## src/rtl/rtc_alarm_pkg.sv

```systemverilog
// Constants shared by the alarm, watchdog and frequency-test logic.
package rtc_alarm_pkg;
    // Register addresses on the bytewide memory bus.
    localparam logic [14:0] FLAGS_ADDR = 15'h7FF0;
    localparam logic [14:0] ALM_SEC_ADDR = 15'h7FF2;
    localparam logic [14:0] ALM_MIN_ADDR = 15'h7FF3;
    localparam logic [14:0] ALM_HOUR_ADDR = 15'h7FF4;
    localparam logic [14:0] ALM_DATE_ADDR = 15'h7FF5;
    localparam logic [14:0] INT_ADDR = 15'h7FF6;
    localparam logic [14:0] WDOG_ADDR = 15'h7FF7;
    localparam logic [14:0] SEC_ADDR = 15'h7FF9;
    localparam logic [14:0] DAY_ADDR = 15'h7FFC;
    // Field positions.
    localparam int WD_FLAG_BIT = 7;
    localparam int ALM_FLAG_BIT = 6;
    localparam int ALM_EN_BIT = 7;
    localparam int BAK_EN_BIT = 5;
    localparam int STEER_BIT = 7;
    localparam int TONE_BIT = 6;
    localparam int HALT_BIT = 7;
    localparam int MASK_BIT = 7;
    // Values after power-up.
    localparam logic [7:0] WDOG_RESET = 8'h00;
    localparam logic HALT_RESET = 1'b1;
    // Timing: 32.768 kHz oscillator, 1/16 s tick, 512 Hz test toggle.
    localparam int CLK_HZ = 100_000_000;
    localparam int OSC_HZ = 32768;
    localparam int OSC_DIV = CLK_HZ / OSC_HZ;
    localparam int OSC_PER_TICK = OSC_HZ / 16;
    localparam int OSC_PER_TONE_HALF = OSC_HZ / 1024;
    localparam int TICKS_PER_SEC = 16;
    localparam int RST_PULSE_MIN_MS = 40;
    localparam int RST_PULSE_MAX_MS = 200;
    localparam int RST_PULSE_OSC = (RST_PULSE_MIN_MS * OSC_HZ + 999) / 1000;
    // Resolution codes in 1/16 s ticks.
    localparam logic [7:0] RES_TICKS_0 = 8'h01;
    localparam logic [7:0] RES_TICKS_1 = 8'h04;
    localparam logic [7:0] RES_TICKS_2 = 8'h10;
    localparam logic [7:0] RES_TICKS_3 = 8'h40;
endpackage

```

## src/rtl/rtc_alarm_wdog.sv

```systemverilog
// Alarm match, watchdog and frequency-test logic with its bytewide registers.
// What this block does
// Test bit, alarm enable off, steering or zero watchdog: pin toggles at 512 Hz.
// Power-up clears the frequency test bit.
// Interrupt/test pin is open drain: pull low or release only.
// Mask bits pick every second, seconds, min+sec, h+m+s, or date+h+m+s.
// Any other mask pattern alarms once per second.
// Alarm flag sets when unmasked time fields equal the alarm fields.
// Match with alarm enable set pulls the interrupt pin low.
// Any flags register access releases the alarm interrupt.
// Alarm flag clears only when the flags access ends.
// Host holds flags access a full read cycle to be sure of clearing.
// In battery mode alarm pulls pin only with both enables set.
// Power-up clears alarm enables; power-up alarms still set the flag.
// Watchdog period is multiplier times 1/16, 1/4, 1 or 4 seconds.
// Host touches the watchdog register within every period.
// Time-out sets watchdog flag and interrupt until flag read or register access.
// Steering zero sends time-out to the interrupt pin.
// Steering one sends a 40 to 200 ms low reset pulse.
// After a steered reset time-out, watchdog register and test bit clear.
// Any watchdog register access restarts the period.
// Watchdog register 00h disables the watchdog.
// Power-up clears steering, multiplier, resolution and both alarm enables.
// Watchdog on interrupt pin overrides the test frequency.
// Seconds bit 7 stops the oscillator when 1, runs it when 0.
// Frequency test bit is bit 6 of the day register.
// Alarm enable is bit 7, backup enable bit 5 of alarm_enable_ctrl register.
// Alarm compares once per one-second update.
// Watchdog counts 1/16 s ticks from the 32.768 kHz oscillator.
`timescale 1ns/10ps
module rtc_alarm_wdog #(
    parameter int OSC_DIV = rtc_alarm_pkg::OSC_DIV
) (
    // Clock and reset.
    input wire logic clk_in,
    input wire logic rstn_in,
    // Bytewide memory bus pins, active low strobes.
    input wire logic [14:0] addr_in,
    input wire logic ce_n_in,
    input wire logic oe_n_in,
    input wire logic we_n_in,
    input wire logic [7:0] dq_in,
    output logic [7:0] dq_out,
    output logic dq_oe_n_out,
    // Timekeeping fields from the calendar, BCD.
    input wire logic [6:0] time_sec_in,
    input wire logic [6:0] time_min_in,
    input wire logic [5:0] time_hour_in,
    input wire logic [5:0] time_date_in,
    input wire logic second_tick_in,
    input wire logic battery_mode_in,
    // Oscillator run and 32.768 kHz oscillator tick derived here.
    output logic osc_run_out,
    output logic osc_tick_out,
    // Open-drain outputs: drive value is always 0, enable low pulls low.
    output logic alarm_wdog_int_out,
    output logic alarm_wdog_int_oe_n_out,
    output logic reset_out,
    output logic reset_oe_n_out
);
    logic rstn_m_r;
    logic rstn_r;
    logic [14:0] addr_s;
    logic [7:0] dq_s;
    logic [2:0] strb_s;
    logic ce_act;
    logic oe_act;
    logic we_act;
    logic acc_act;
    logic acc_prev_r;
    logic acc_rd_r;
    logic acc_end;
    logic wr_start;
    logic [14:0] acc_addr_r;
    logic [7:0] alm_sec_r;
    logic [7:0] alm_min_r;
    logic [7:0] alm_hour_r;
    logic [7:0] alm_date_r;
    logic alarm_int_enable;
    logic alarm_backup_enable;
    logic [7:0] int_other_r;
    logic [7:0] wdog_r;
    logic freq_test_bit;
    logic clock_halt_bit;
    logic alarm_match_flag;
    logic wdog_timeout_flag;
    logic alarm_irq_r;
    logic flags_acc;
    logic wdog_acc;
    logic [3:0] alarm_mask_bits;
    logic alarm_hit;
    logic alm_sec_ok;
    logic alm_min_ok;
    logic alm_hour_ok;
    logic alm_date_ok;
    logic alarm_event;
    logic [11:0] tick_cnt_r;
    logic tick16;
    logic [12:0] wd_cnt_r;
    logic [12:0] wd_period;
    logic wd_enabled;
    logic wd_expire;
    logic [11:0] rst_cnt_r;
    logic rst_active;
    logic rst_end;
    logic [4:0] tone_cnt_r;
    logic tone_phase_r;
    logic tone_on;
    logic wdog_output_select;
    logic [4:0] wdog_multiplier;
    logic [1:0] wdog_resolution;
    logic int_low;
    logic [7:0] rd_data;

    // Reset release through two flops; assertion stays asynchronous.
    always_ff @(posedge clk_in or negedge rstn_in)
    begin
        if (!rstn_in)
        begin
            rstn_m_r <= 1'b0;
            rstn_r <= 1'b0;
        end
        else
        begin
            rstn_m_r <= 1'b1;
            rstn_r <= rstn_m_r;
        end
    end

    // Pins are asynchronous to our clock, so they pass four flops.
    rtc_sync3 #(.W(15), .INIT(15'h0000)) u_addr_sync (
        .clk_in(clk_in),
        .rstn_in(rstn_r),
        .async_in(addr_in),
        .sync_out(addr_s)
    );
    rtc_sync3 #(.W(3), .INIT(3'h7)) u_strb_sync (
        .clk_in(clk_in),
        .rstn_in(rstn_r),
        .async_in({ce_n_in, oe_n_in, we_n_in}),
        .sync_out(strb_s)
    );
    // Data shares the strobes' latency, so the last write cycle never takes new data.
    rtc_sync3 #(.W(8), .INIT(8'hFF)) u_data_sync (
        .clk_in(clk_in),
        .rstn_in(rstn_r),
        .async_in(dq_in),
        .sync_out(dq_s)
    );
    rtc_osc_divider #(.DIV(OSC_DIV)) u_osc (
        .clk_in(clk_in),
        .rstn_in(rstn_r),
        .run_in(osc_run_out),
        .osc_tick_out(osc_tick_out)
    );

    // Access decode; an access is chip enable with either strobe.
    assign ce_act = !strb_s[2];
    assign oe_act = !strb_s[1];
    assign we_act = !strb_s[0];
    assign acc_act = ce_act && (oe_act || we_act);
    assign acc_end = acc_prev_r && !acc_act;
    assign wr_start = acc_act && we_act;
    assign flags_acc = acc_act && (addr_s == rtc_alarm_pkg::FLAGS_ADDR);
    assign wdog_acc = acc_act && (addr_s == rtc_alarm_pkg::WDOG_ADDR);
    assign osc_run_out = !clock_halt_bit;
    assign alarm_int_enable = int_other_r[rtc_alarm_pkg::ALM_EN_BIT];
    assign alarm_backup_enable = int_other_r[rtc_alarm_pkg::BAK_EN_BIT];
    assign wdog_output_select = wdog_r[rtc_alarm_pkg::STEER_BIT];
    assign wdog_multiplier = wdog_r[6:2];
    assign wdog_resolution = wdog_r[1:0];

    // Track the access and the address it ended on.
    always_ff @(posedge clk_in or negedge rstn_r)
    begin
        if (!rstn_r)
        begin
            acc_prev_r <= 1'b0;
            acc_rd_r <= 1'b0;
            acc_addr_r <= 15'h0000;
        end
        else
        begin
            acc_prev_r <= acc_act;
            if (acc_act)
            begin
                acc_addr_r <= addr_s;
                acc_rd_r <= !we_act;
            end
        end
    end

    // Mask decode; undefined patterns fall back to every second.
    assign alarm_mask_bits = {alm_date_r[rtc_alarm_pkg::MASK_BIT],
        alm_hour_r[rtc_alarm_pkg::MASK_BIT], alm_min_r[rtc_alarm_pkg::MASK_BIT],
        alm_sec_r[rtc_alarm_pkg::MASK_BIT]};
    assign alm_sec_ok = time_sec_in == alm_sec_r[6:0];
    assign alm_min_ok = time_min_in == alm_min_r[6:0];
    assign alm_hour_ok = time_hour_in == alm_hour_r[5:0];
    assign alm_date_ok = time_date_in == alm_date_r[5:0];
    always_comb
    begin
        unique case (alarm_mask_bits)
            4'hE: alarm_hit = alm_sec_ok;
            4'hC: alarm_hit = alm_sec_ok && alm_min_ok;
            4'h8: alarm_hit = alm_sec_ok && alm_min_ok && alm_hour_ok;
            4'h0: alarm_hit = alm_sec_ok && alm_min_ok && alm_hour_ok && alm_date_ok;
            default: alarm_hit = 1'b1;
        endcase
    end
    assign alarm_event = second_tick_in && alarm_hit;

    // Flags: set wins over the clear at the end of a flags access.
    always_ff @(posedge clk_in or negedge rstn_r)
    begin
        if (!rstn_r)
        begin
            alarm_match_flag <= 1'b0;
            wdog_timeout_flag <= 1'b0;
        end
        else
        begin
            if (alarm_event)
                alarm_match_flag <= 1'b1;
            else if (acc_end && acc_addr_r == rtc_alarm_pkg::FLAGS_ADDR)
                alarm_match_flag <= 1'b0;
            if (wd_expire)
                wdog_timeout_flag <= 1'b1;
            else if ((acc_end && acc_rd_r && acc_addr_r == rtc_alarm_pkg::FLAGS_ADDR)
                     || wdog_acc)
                wdog_timeout_flag <= 1'b0;
        end
    end

    // Alarm interrupt is released as soon as the flags access begins.
    always_ff @(posedge clk_in or negedge rstn_r)
    begin
        if (!rstn_r)
            alarm_irq_r <= 1'b0;
        else if (alarm_event && alarm_int_enable
                 && (!battery_mode_in || alarm_backup_enable))
            alarm_irq_r <= 1'b1;
        else if (flags_acc)
            alarm_irq_r <= 1'b0;
    end

    // Register writes; power-up defaults clear enables and the watchdog.
    always_ff @(posedge clk_in or negedge rstn_r)
    begin
        if (!rstn_r)
        begin
            alm_sec_r <= 8'h00;
            alm_min_r <= 8'h00;
            alm_hour_r <= 8'h00;
            alm_date_r <= 8'h00;
            int_other_r <= 8'h00;
            wdog_r <= rtc_alarm_pkg::WDOG_RESET;
            freq_test_bit <= 1'b0;
            clock_halt_bit <= rtc_alarm_pkg::HALT_RESET;
        end
        else if (rst_end)
        begin
            wdog_r <= rtc_alarm_pkg::WDOG_RESET;
            freq_test_bit <= 1'b0;
        end
        else if (wr_start)
        begin
            unique case (addr_s)
                rtc_alarm_pkg::ALM_SEC_ADDR: alm_sec_r <= dq_s;
                rtc_alarm_pkg::ALM_MIN_ADDR: alm_min_r <= dq_s;
                rtc_alarm_pkg::ALM_HOUR_ADDR: alm_hour_r <= dq_s;
                rtc_alarm_pkg::ALM_DATE_ADDR: alm_date_r <= dq_s;
                rtc_alarm_pkg::INT_ADDR: int_other_r <= dq_s;
                rtc_alarm_pkg::WDOG_ADDR: wdog_r <= dq_s;
                rtc_alarm_pkg::DAY_ADDR: freq_test_bit <= dq_s[rtc_alarm_pkg::TONE_BIT];
                rtc_alarm_pkg::SEC_ADDR: clock_halt_bit <= dq_s[rtc_alarm_pkg::HALT_BIT];
                default: ;
            endcase
        end
    end

    // 1/16 s tick from oscillator edges.
    assign tick16 = osc_tick_out && (tick_cnt_r == 12'(rtc_alarm_pkg::OSC_PER_TICK - 1));
    always_ff @(posedge clk_in or negedge rstn_r)
    begin
        if (!rstn_r)
            tick_cnt_r <= 12'h000;
        else if (wdog_acc)
            tick_cnt_r <= 12'h000;
        else if (osc_tick_out)
            tick_cnt_r <= tick16 ? 12'h000 : tick_cnt_r + 12'h001;
    end

    // Period in 1/16 s ticks: multiplier times resolution.
    always_comb
    begin
        unique case (wdog_resolution)
            2'h0: wd_period = 13'(wdog_multiplier) * 13'(rtc_alarm_pkg::RES_TICKS_0);
            2'h1: wd_period = 13'(wdog_multiplier) * 13'(rtc_alarm_pkg::RES_TICKS_1);
            2'h2: wd_period = 13'(wdog_multiplier) * 13'(rtc_alarm_pkg::RES_TICKS_2);
            2'h3: wd_period = 13'(wdog_multiplier) * 13'(rtc_alarm_pkg::RES_TICKS_3);
        endcase
    end
    // A zero multiplier gives no period, so it disables like 00h.
    assign wd_enabled = (wdog_r != 8'h00) && (wd_period != 13'h0000);
    assign wd_expire = wd_enabled && tick16 && !rst_active
                       && (wd_cnt_r == wd_period - 13'h0001);

    // Watchdog counter, restarted by any access to its register.
    always_ff @(posedge clk_in or negedge rstn_r)
    begin
        if (!rstn_r)
            wd_cnt_r <= 13'h0000;
        else if (wdog_acc || !wd_enabled || wd_expire)
            wd_cnt_r <= 13'h0000;
        else if (tick16 && !rst_active)
            wd_cnt_r <= wd_cnt_r + 13'h0001;
    end

    // Reset pulse in oscillator ticks; one spare tick covers the partial first one.
    assign rst_active = rst_cnt_r != 12'h000;
    assign rst_end = osc_tick_out && (rst_cnt_r == 12'h001);
    always_ff @(posedge clk_in or negedge rstn_r)
    begin
        if (!rstn_r)
            rst_cnt_r <= 12'h000;
        else if (wd_expire && wdog_output_select)
            rst_cnt_r <= 12'(rtc_alarm_pkg::RST_PULSE_OSC + 1);
        else if (osc_tick_out && rst_active)
            rst_cnt_r <= rst_cnt_r - 12'h001;
    end

    // 512 Hz square wave: toggle every 32 oscillator cycles.
    always_ff @(posedge clk_in or negedge rstn_r)
    begin
        if (!rstn_r)
        begin
            tone_cnt_r <= 5'h00;
            tone_phase_r <= 1'b0;
        end
        else if (osc_tick_out)
        begin
            tone_cnt_r <= tone_cnt_r + 5'h01;
            if (tone_cnt_r == 5'(rtc_alarm_pkg::OSC_PER_TONE_HALF - 1))
                tone_phase_r <= !tone_phase_r;
        end
    end
    assign tone_on = freq_test_bit && !alarm_int_enable && osc_run_out
                     && (wdog_output_select || wdog_r == 8'h00);

    // Pin merge: a watchdog flag routed to this pin (steering zero) wins over the test tone.
    assign int_low = alarm_irq_r
                     || (wdog_timeout_flag && !wdog_output_select)
                     || (tone_on && !(wdog_timeout_flag && !wdog_output_select) && tone_phase_r);
    assign alarm_wdog_int_out = 1'b0;
    assign alarm_wdog_int_oe_n_out = !int_low;
    assign reset_out = 1'b0;
    assign reset_oe_n_out = !rst_active;

    // Read data; unmapped addresses read zero.
    always_comb
    begin
        unique case (addr_s)
            rtc_alarm_pkg::FLAGS_ADDR: rd_data = {wdog_timeout_flag, alarm_match_flag, 6'h00};
            rtc_alarm_pkg::ALM_SEC_ADDR: rd_data = alm_sec_r;
            rtc_alarm_pkg::ALM_MIN_ADDR: rd_data = alm_min_r;
            rtc_alarm_pkg::ALM_HOUR_ADDR: rd_data = alm_hour_r;
            rtc_alarm_pkg::ALM_DATE_ADDR: rd_data = alm_date_r;
            rtc_alarm_pkg::INT_ADDR: rd_data = int_other_r;
            rtc_alarm_pkg::WDOG_ADDR: rd_data = wdog_r;
            rtc_alarm_pkg::SEC_ADDR: rd_data = {clock_halt_bit, 7'h00};
            rtc_alarm_pkg::DAY_ADDR: rd_data = {1'b0, freq_test_bit, 6'h00};
            default: rd_data = 8'h00;
        endcase
    end
    always_ff @(posedge clk_in or negedge rstn_r)
    begin
        if (!rstn_r)
            dq_out <= 8'h00;
        else
            dq_out <= rd_data;
    end
    assign dq_oe_n_out = !(acc_act && oe_act && !we_act);

    // Checks.
    flag_release_a: assert property (@(posedge clk_in) disable iff (!rstn_r)
        flags_acc && !alarm_event |=> !alarm_irq_r) else $error("irq not released");
    flag_hold_a: assert property (@(posedge clk_in) disable iff (!rstn_r)
        alarm_match_flag && acc_act && !acc_end |=> alarm_match_flag)
        else $error("alarm flag cleared early");
    alarm_set_a: assert property (@(posedge clk_in) disable iff (!rstn_r)
        alarm_event |=> alarm_match_flag) else $error("alarm flag not set");
    bad_mask_a: assert property (@(posedge clk_in) disable iff (!rstn_r)
        !(alarm_mask_bits inside {4'hF, 4'hE, 4'hC, 4'h8, 4'h0}) |-> alarm_hit)
        else $error("bad mask not every second");
    wd_flag_a: assert property (@(posedge clk_in) disable iff (!rstn_r)
        wd_expire |=> wdog_timeout_flag) else $error("watchdog flag missing");
    wd_restart_a: assert property (@(posedge clk_in) disable iff (!rstn_r)
        wdog_acc |=> wd_cnt_r == 13'h0000) else $error("watchdog not restarted");
    rst_pulse_a: assert property (@(posedge clk_in) disable iff (!rstn_r)
        wd_expire && wdog_output_select |=> !reset_oe_n_out)
        else $error("reset pulse missing");
    rst_clear_a: assert property (@(posedge clk_in) disable iff (!rstn_r)
        rst_end |=> wdog_r == 8'h00 && !freq_test_bit)
        else $error("watchdog not cleared");
    wd_off_a: assert property (@(posedge clk_in) disable iff (!rstn_r)
        wdog_r == 8'h00 |-> !wd_expire) else $error("disabled watchdog fired");
    drain_only_a: assert property (@(posedge clk_in) disable iff (!rstn_r)
        !alarm_wdog_int_out && !reset_out) else $error("pin driven high");
endmodule // rtc_alarm_wdog

```

## src/rtl/rtc_osc_divider.sv

```systemverilog
// Divider making the 32.768 kHz oscillator enable from the system clock.
`timescale 1ns/10ps
module rtc_osc_divider #(
    parameter int DIV = rtc_alarm_pkg::OSC_DIV
) (
    // Clock and reset.
    input wire logic clk_in,
    input wire logic rstn_in,
    // Run control and enable pulse.
    input wire logic run_in,
    output logic osc_tick_out
);
    logic [15:0] count_r;
    logic wrap;

    // A halted oscillator holds its phase, like a stopped crystal.
    assign wrap = (count_r == 16'(DIV - 1));
    assign osc_tick_out = run_in && wrap;

    // Free count while running.
    always_ff @(posedge clk_in or negedge rstn_in)
    begin
        if (!rstn_in)
            count_r <= 16'h0000;
        else if (run_in)
            count_r <= wrap ? 16'h0000 : count_r + 16'h0001;
    end
endmodule // rtc_osc_divider

```

## src/rtl/rtc_sync3.sv

```systemverilog
// Three-stage synchroniser; a change counts once stages two and three agree.
`timescale 1ns/10ps
module rtc_sync3 #(
    parameter int W = 1,
    parameter logic [W-1:0] INIT = '0
) (
    // Clock and reset.
    input wire logic clk_in,
    input wire logic rstn_in,
    // Raw and filtered levels.
    input wire logic [W-1:0] async_in,
    output logic [W-1:0] sync_out
);
    logic [W-1:0] s1_r;
    logic [W-1:0] s2_r;
    logic [W-1:0] s3_r;
    logic [W-1:0] hold_r;

    // Stage one is seen only by stage two, so metastability never leaks.
    always_ff @(posedge clk_in or negedge rstn_in)
    begin
        if (!rstn_in)
        begin
            s1_r <= INIT;
            s2_r <= INIT;
            s3_r <= INIT;
            hold_r <= INIT;
        end
        else
        begin
            s1_r <= async_in;
            s2_r <= s1_r;
            s3_r <= s2_r;
            for (int i = 0; i < W; i++)
                if (s2_r[i] == s3_r[i])
                    hold_r[i] <= s3_r[i];
        end
    end
    assign sync_out = hold_r;
endmodule // rtc_sync3

```

## config.mk

```make
export PLATFORM = sky130hd
export DESIGN_NAME = rtc_alarm_wdog
export DESIGN_NICKNAME = d
export VERILOG_FILES = /design/src/rtl/rtc_alarm_pkg.sv /design/src/rtl/rtc_alarm_wdog.sv /design/src/rtl/rtc_osc_divider.sv /design/src/rtl/rtc_sync3.sv
export SDC_FILE = /design/constraint.sdc
export NUM_CORES = 1
export LEC_CHECK = 0
export ABC_AREA = 1
export BUFFER_PORTS_ARGS = -buffer_cell sky130_fd_sc_hd__buf_2
export CORE_ASPECT_RATIO = 0.5
export CORE_MARGIN = 1.5
export CORE_UTILIZATION = 55
export CTS_CLUSTER_DIAMETER = 200
export DETAILED_ROUTE_END_ITERATION = 8
export PLACE_DENSITY_LB_ADDON = 0.08
export SLEW_MARGIN = 15
export SYNTH_ARGS = -nofsm -noshare
export SYNTH_HDL_FRONTEND = slang
export SYNTH_SLANG_ARGS = --single-unit
```

## constraint.sdc

```tcl
create_clock -name clk_in -period 7.7 [get_ports clk_in]
set_clock_uncertainty 0.05 [all_clocks]
set_input_delay 0.77 -clock clk_in [delete_from_list [all_inputs] [get_ports clk_in]]
set_output_delay 0.77 -clock clk_in [all_outputs]
set_load 0.01 [all_outputs]
```

Word level (Yosys, flattened, before mapping) --
Cells that the tools add are included.
Storage, ports and cells: bits in registers 243, bits of input ports 56, logic and storage cells 217
Cells by class: equality and inequality tests 51, add/subtract/negate cells 6, reduce and logical (&&, ||, !) cells 78, muxes and demuxes 23, bitwise operators 1
Operators by type and width (number):
- 15-bit equality test (second input constant) | 10
- 8-bit one-hot mux with 9 select lines | 1
- 12-bit 2-to-1 mux | 5
- 13-bit one-hot mux with 4 select lines | 1
- 1-bit logical AND | 32
- 1-bit equality test | 26
- 13-bit 2-to-1 mux | 2
- 8-bit 2-to-1 mux | 3
- 3-bit AND reduction | 6
- 2-bit nonzero test | 9
- 16-bit by 1-bit adder with 16-bit output (second input constant) | 1
- 16-bit by 12-bit equality test with 1-bit output (second input constant) | 1
- 16-bit 2-to-1 mux | 1
- 7-bit equality test | 2
- 1-bit zero test | 14
- 13-bit by 1-bit adder with 13-bit output (second input constant) | 1
- 13-bit equality test | 1
- 13-bit nonzero test | 1
- 13-bit by 1-bit subtractor with 13-bit output (second input constant) | 1
- 12-bit by 1-bit adder with 12-bit output (second input constant) | 1
- 12-bit by 1-bit equality test with 1-bit output (second input constant) | 1
- 12-bit by 11-bit equality test with 1-bit output (second input constant) | 1
- 4-bit equality test (second input constant) | 3
- 6-bit equality test | 2
- 15 further kinds | 33

Logic depth before layout (Yosys ltp) --
depth in word-level cells 10, gate-level depth with buffers 18, depth with buffers taken out 17

Cells and area by module --
Synthesis repeated with hierarchy kept, for this count alone.
Unflattened totals: cells, all modules 1339, area total of the unflattened synthesis 11384.7 um^2
Modules (own cells, without submodules):
- rtc_alarm_wdog | times used 1, cells an instance 970, area an instance 7244.4 um^2, seq. area each 3079.2 um^2
- rtc_sync3 at u_addr_sync | times used 1, cells an instance 120, area an instance 1745.4 um^2, seq. area each 1501.4 um^2
- rtc_osc_divider | times used 1, cells an instance 161, area an instance 1059.8 um^2, seq. area each 400.4 um^2
- rtc_sync3 at u_data_sync | times used 1, cells an instance 64, area an instance 970.9 um^2, seq. area each 840.8 um^2
- rtc_sync3 at u_strb_sync | times used 1, cells an instance 24, area an instance 364.1 um^2, seq. area each 315.3 um^2

Worst setup path before layout --
OpenSTA, ideal clock, no wires.
path type flip-flop to flip-flop, start point register wdog_r[1], end point register wd_cnt_r[7], setup time 0.120 ns, path slack 5.473 ns, stages on the path, launching flop included 15, period minus slack after synthesis 2.227 ns, data arrival time 2.057 ns, path through dfrtp_1 -> nor2_2 -> nand2_1 -> ha_1 -> xor2_1 -> nand2_1 -> a21oi_1 -> nand3_1 -> nor2_1 -> nand3_1 -> nor2_2 -> nand2_1 -> nand4_2 -> buf_6 -> nor2_1
On the way: word-level cells in the longest chain between the ends 9, elaborated cells on any way between the ends 18, those cells by class add/sub: 1; eq/ne: 4; mux: 2; reduce/logical: 11
Ends and longest elaborated chain:
- start, declared | RTL line rtc_alarm_wdog.sv:82 | logic [7:0] wdog_r;
- start signal, assigned | RTL line rtc_alarm_wdog.sv:257 | wdog_r <= rtc_alarm_pkg::WDOG_RESET;
- start signal, assigned | RTL line rtc_alarm_wdog.sv:263 | wdog_r <= rtc_alarm_pkg::WDOG_RESET;
- start signal, assigned | RTL line rtc_alarm_wdog.sv:274 | rtc_alarm_pkg::WDOG_ADDR: wdog_r <= dq_s;
- branches (longest 7 deep; another with 13-bit by 1-bit subtractor with 13-bit output)
- 1-bit logical OR (*) | RTL line rtc_alarm_wdog.sv:314 | else if (wdog_acc || !wd_enabled || wd_expire)
- 13-bit 2-to-1 mux or 2-bit nonzero test (tied branches)
- end signal, assigned | RTL line rtc_alarm_wdog.sv:317 | wd_cnt_r <= wd_cnt_r + 13'h0001;
- end, declared | RTL line rtc_alarm_wdog.sv:99 | logic [12:0] wd_cnt_r;
Every way passes the cells marked *. The select of a mux whose other input is x is not followed. A chain may end at the register's enable or synchronous reset.

Worst setup path in the final report --
start point register clock_halt_bit, end point output alarm_wdog_int_oe_n_out
On the way: word-level cells in the longest chain between the ends 7
Ends and longest elaborated chain:
- start, declared | RTL line rtc_alarm_wdog.sv:84 | logic clock_halt_bit;
- start signal, assigned | RTL line rtc_alarm_wdog.sv:259 | clock_halt_bit <= rtc_alarm_pkg::HALT_RESET;
- start signal, assigned | RTL line rtc_alarm_wdog.sv:276 | rtc_alarm_pkg::SEC_ADDR: clock_halt_bit <= dq_s[rtc_alarm_pkg::HALT_BIT];
- 1-bit zero test | RTL line rtc_alarm_wdog.sv:166 | assign osc_run_out = !clock_halt_bit;
- 1-bit logical AND | RTL line rtc_alarm_wdog.sv:348 | assign tone_on = freq_test_bit && !alarm_int_enable && osc_run_out
- 1-bit logical AND | RTL line rtc_alarm_wdog.sv:349 | && (wdog_output_select || wdog_r == 8'h00);
- 1-bit logical AND (2 in a row) | RTL line rtc_alarm_wdog.sv:354 | || (tone_on && !(wdog_timeout_flag && !wdog_output_select) && tone_phase_r);
- 1-bit logical OR | RTL line rtc_alarm_wdog.sv:354
- 1-bit zero test | RTL line rtc_alarm_wdog.sv:356 | assign alarm_wdog_int_oe_n_out = !int_low;
- end, declared | RTL line rtc_alarm_wdog.sv:57 | output logic alarm_wdog_int_oe_n_out,
Every way passes these cells.

==> flow_summary.toml <==
[floorplanning]
die_area_sq_mm = 0.02099
row_count = 36
pin_count = 71
floorplan.initialDensity_pct = 56.50
core_area_sq_mm = 0.01955
die_y_um = 103.2
die_w_um = 203.4

[sta]
final.setup.tns_ns = 0
report.final.slew_viol_count = 0
hold_viol_final = 0
fmax_ghz = 0.3296
min_period_ns = 3.034
hold_slack_ns = 0.2787
worstMarginPinSlew_ns = 1.022
setup_ws_ns = 4.666
relSlewSlack_pct = 31.87
rsz0062_at_grt = "false"
setup_viol = 0
fin_crit_sh_pct = 39.40

[critical_path]
r2r-start = "u_osc.count_r[0]$_DFFE_PN0N_"
setup.worst_path.start = "clock_halt_bit$_DFFE_PN1P_"
crit_path_end_kind = "output port"
critPathRequiredTime_ns = 6.88
critical_path_class = "reg2out"
startpoint_type = "register"
r2r_cells = 13
worstPathArrival_ns = 2.21
cp_max_fo = 10

[cts]
worstSkewPairLatency_ns = 0.53
cts.repair.resized = 0
post_cts_buffers = 0
cts-root-buf = "clkbuf_16"
htreeDepth = 1
path_clk_slew_ns = 0.07
cts.sink_count = 243
ctsHoldBuffers = 1
cts_made_buffers = 22
clockBufferDepth = 3
cts_tree = "done"

[yosys]
synth_ff_type = "dfrtp_1"
async_reset_ff_share_pct = 100.0
ys_warn_count = 0
yosysSeqAreaShare_pct = 55.56
post_synth_inst_count = 1208
synth_edf_count = 0
syn_area_per_cell_sq_um = 9.144
synth.distinct_cells = 48
synth.ff_latch_count = 243
syn_area_sq_mm = 0.01105

[routing]
wl_per_cell_um = 15.34
ant_nets = 0
drc_errors = 0
drt-initial-drc-count = 573
vias = 8378
dr.pass1.iters = 7
routed_wl_um = 24030
via_per_inst = 5.347

[power_and_ir_drop]
seqPwrFrac_pct = 53.7
leakagePower_nw = 5.752
intPower_mw = 1.999
irDropWorstVdd_uv = 173.4
power_density_mw_per_mm2 = 212.6
p_sw_share_pct = 23.97
power_frac_clock_pct = 41.2
power.switching_mw = 0.6301
combPwrFrac_pct = 5.2

[layout]
drive_gt1_share_pct = 15.31
fin_cells = 1567
syn2layout_area_growth_pct = 11.94
nNetsFinal = 1349
register_area_sq_mm = 0.006141
fill_cells = 1638
multi_input_area_sq_mm = 0.004136

[hold_path]
hp-start = "oe_n_in"
hp-class = "in2reg"
hold_depth = 1

[run]
drv_cap = 0

[global_route]
grt_overflow = 0
grt_pass1_vias = 8133
track_usage_pct = 24.44
grt_max_degree = 158
grt_antenna_before_repair = 1
grt_first_pass_wirelength_um = 40330

[placement]
dpl.cell_count = 1525
hpwl_um = 17360
dp_slack_ns = 4.720
place_congestion = 0.9071
io_buffers = 68

[run_status]
status = "complete, no violations"
[layout by cell type (no fill, tap or decap), drive strengths merged, types with 3 or more instances in the layout]
master    instances
maj3             26
o22ai            22
xor2             39
inv             178
nand3            95
clkinvlp          4
a21oi            29
o221ai            5
nor4              9
nand3b            3
buf              69
dfstp            45
clkinv            4
xnor2            10
ha                9
dfrtp           198
nor2            119
conb              3
nand4            37
or2               6
nor3b             3
nand2           228
clkbuf           31
nor3             34
o21ai            75
[per-stage QoR]
stage	total power, mW	util (%)	area [sq um]
after floorplan	1.514	-	11050
after global placement	1.566	59.54	11640
after detailed placement	1.573	59.54	11640
after CTS	2.663	63.24	12360
after global routing	2.746	63.24	12360
final	2.629	63.25	12360
[cell usage after synthesis (all sizes together) (2+ instances only)]
cell	n	area share, %
nand3b	3	0.20
nand3	95	4.8
o22ai	22	1.2
nor3b	3	0.20
nor4	9	0.51
o31ai	2	0.14
maj3	26	2.4
nor3	34	1.6
nor2	119	4.5
nand2	228	7.8
inv	177	6.0
o21ai	75	3.4
dfrtp	198	45
a31oi	2	0.11
buf	11	0.70
nand4	37	2.5
o2111ai	2	0.16
or2	6	0.34
a221oi	2	0.16
xnor2	10	0.79
conb	2	0.068
o221ai	5	0.40
ha	9	1.0
a21oi	29	1.3
xor2	39	3.1
dfstp	45	11
clkbuf	8	0.27
[layout make-up]
type | instances | area share [%]
Sequential cell | 243 | 49.67
Clock inverter | 9 | 0.8804
Clock buffer | 31 | 4.888
Multi-Input combinational cell | 769 | 33.45
Antenna cell | 1 | 0.02024
Timing Repair Buffer | 70 | 2.995
Tap cell | 266 | 2.692
Inverter | 178 | 5.404
[cells by family after synthesis]
kind of cell	count (synthesis)	synth area share (%)
AO/OA/AOI/OAI	144	7.306
XOR/XNOR	49	3.885
adder cells (fa/ha/maj)	35	3.376
buffers and inverters	197	7.023
flip-flops	243	55.56
multiplexers	1	0.09062
other	2	0.06799
AND/OR/NAND/NOR	537	22.69
[power groups by stage]
stage | registers [mW] | clock network (mW) | logic (mW)
6_report | 1.41 | 1.08 | 0.136
3_5_place_dp | 1.43 | 0 | 0.139
4_1_cts | 1.41 | 1.11 | 0.140
5_1_grt | 1.42 | 1.17 | 0.160
2_1_floorplan | 1.43 | 0 | 0.0869
3_3_place_gp | 1.43 | 0 | 0.134
[sequential cells by signal, indices dropped and copies added (netlist names), 12 cells and up]
name and count:
acc_addr_r 15, rst_cnt_r 12, tick_cnt_r 12, u_addr_sync.s1_r 15
u_addr_sync.s2_r 15, u_addr_sync.s3_r 15, u_addr_sync.sync_out 15, u_osc.count_r 16
wd_cnt_r 13
[critical path, cell delays in order, from the launching register on]
cell      delay [ns]
dfstp_2         0.60
clkinv_1        0.31
nand3_1         0.17
a21oi_1         0.05
a221oi_1        0.35
buf_2           0.20
[path summary, 6_finish.rpt]
kind | end | slack (ns)
max | alarm_wdog_int_oe_n_out | 4.67
min | u_strb_sync.s1_r[1]$_DFF_PN1_ | 0.28
max reg2reg | wd_cnt_r[0]$_DFFE_PN0P_ | 4.73
min reg2reg | u_data_sync.s2_r[4]$_DFF_PN1_ | 0.30
max in group asynchronous | wdog_r[0]$_DFFE_PN0P_ | 5.75
min in group asynchronous | u_addr_sync.s1_r[3]$_DFF_PN0_ | 0.46
[per-layer routing]
layer | global-route usage (%) | vias to the layer above | wire length, um
li1 | - | 4093 | -
met3 | 5.075 | 38 | 1407
met1 | 33.58 | 4044 | 11120
met4 | 6.724 | 0 | 448
met2 | 40.19 | 203 | 11060
met5 | 0 | - | 0
No activity file was read; power rests on OpenSTA's default activity.
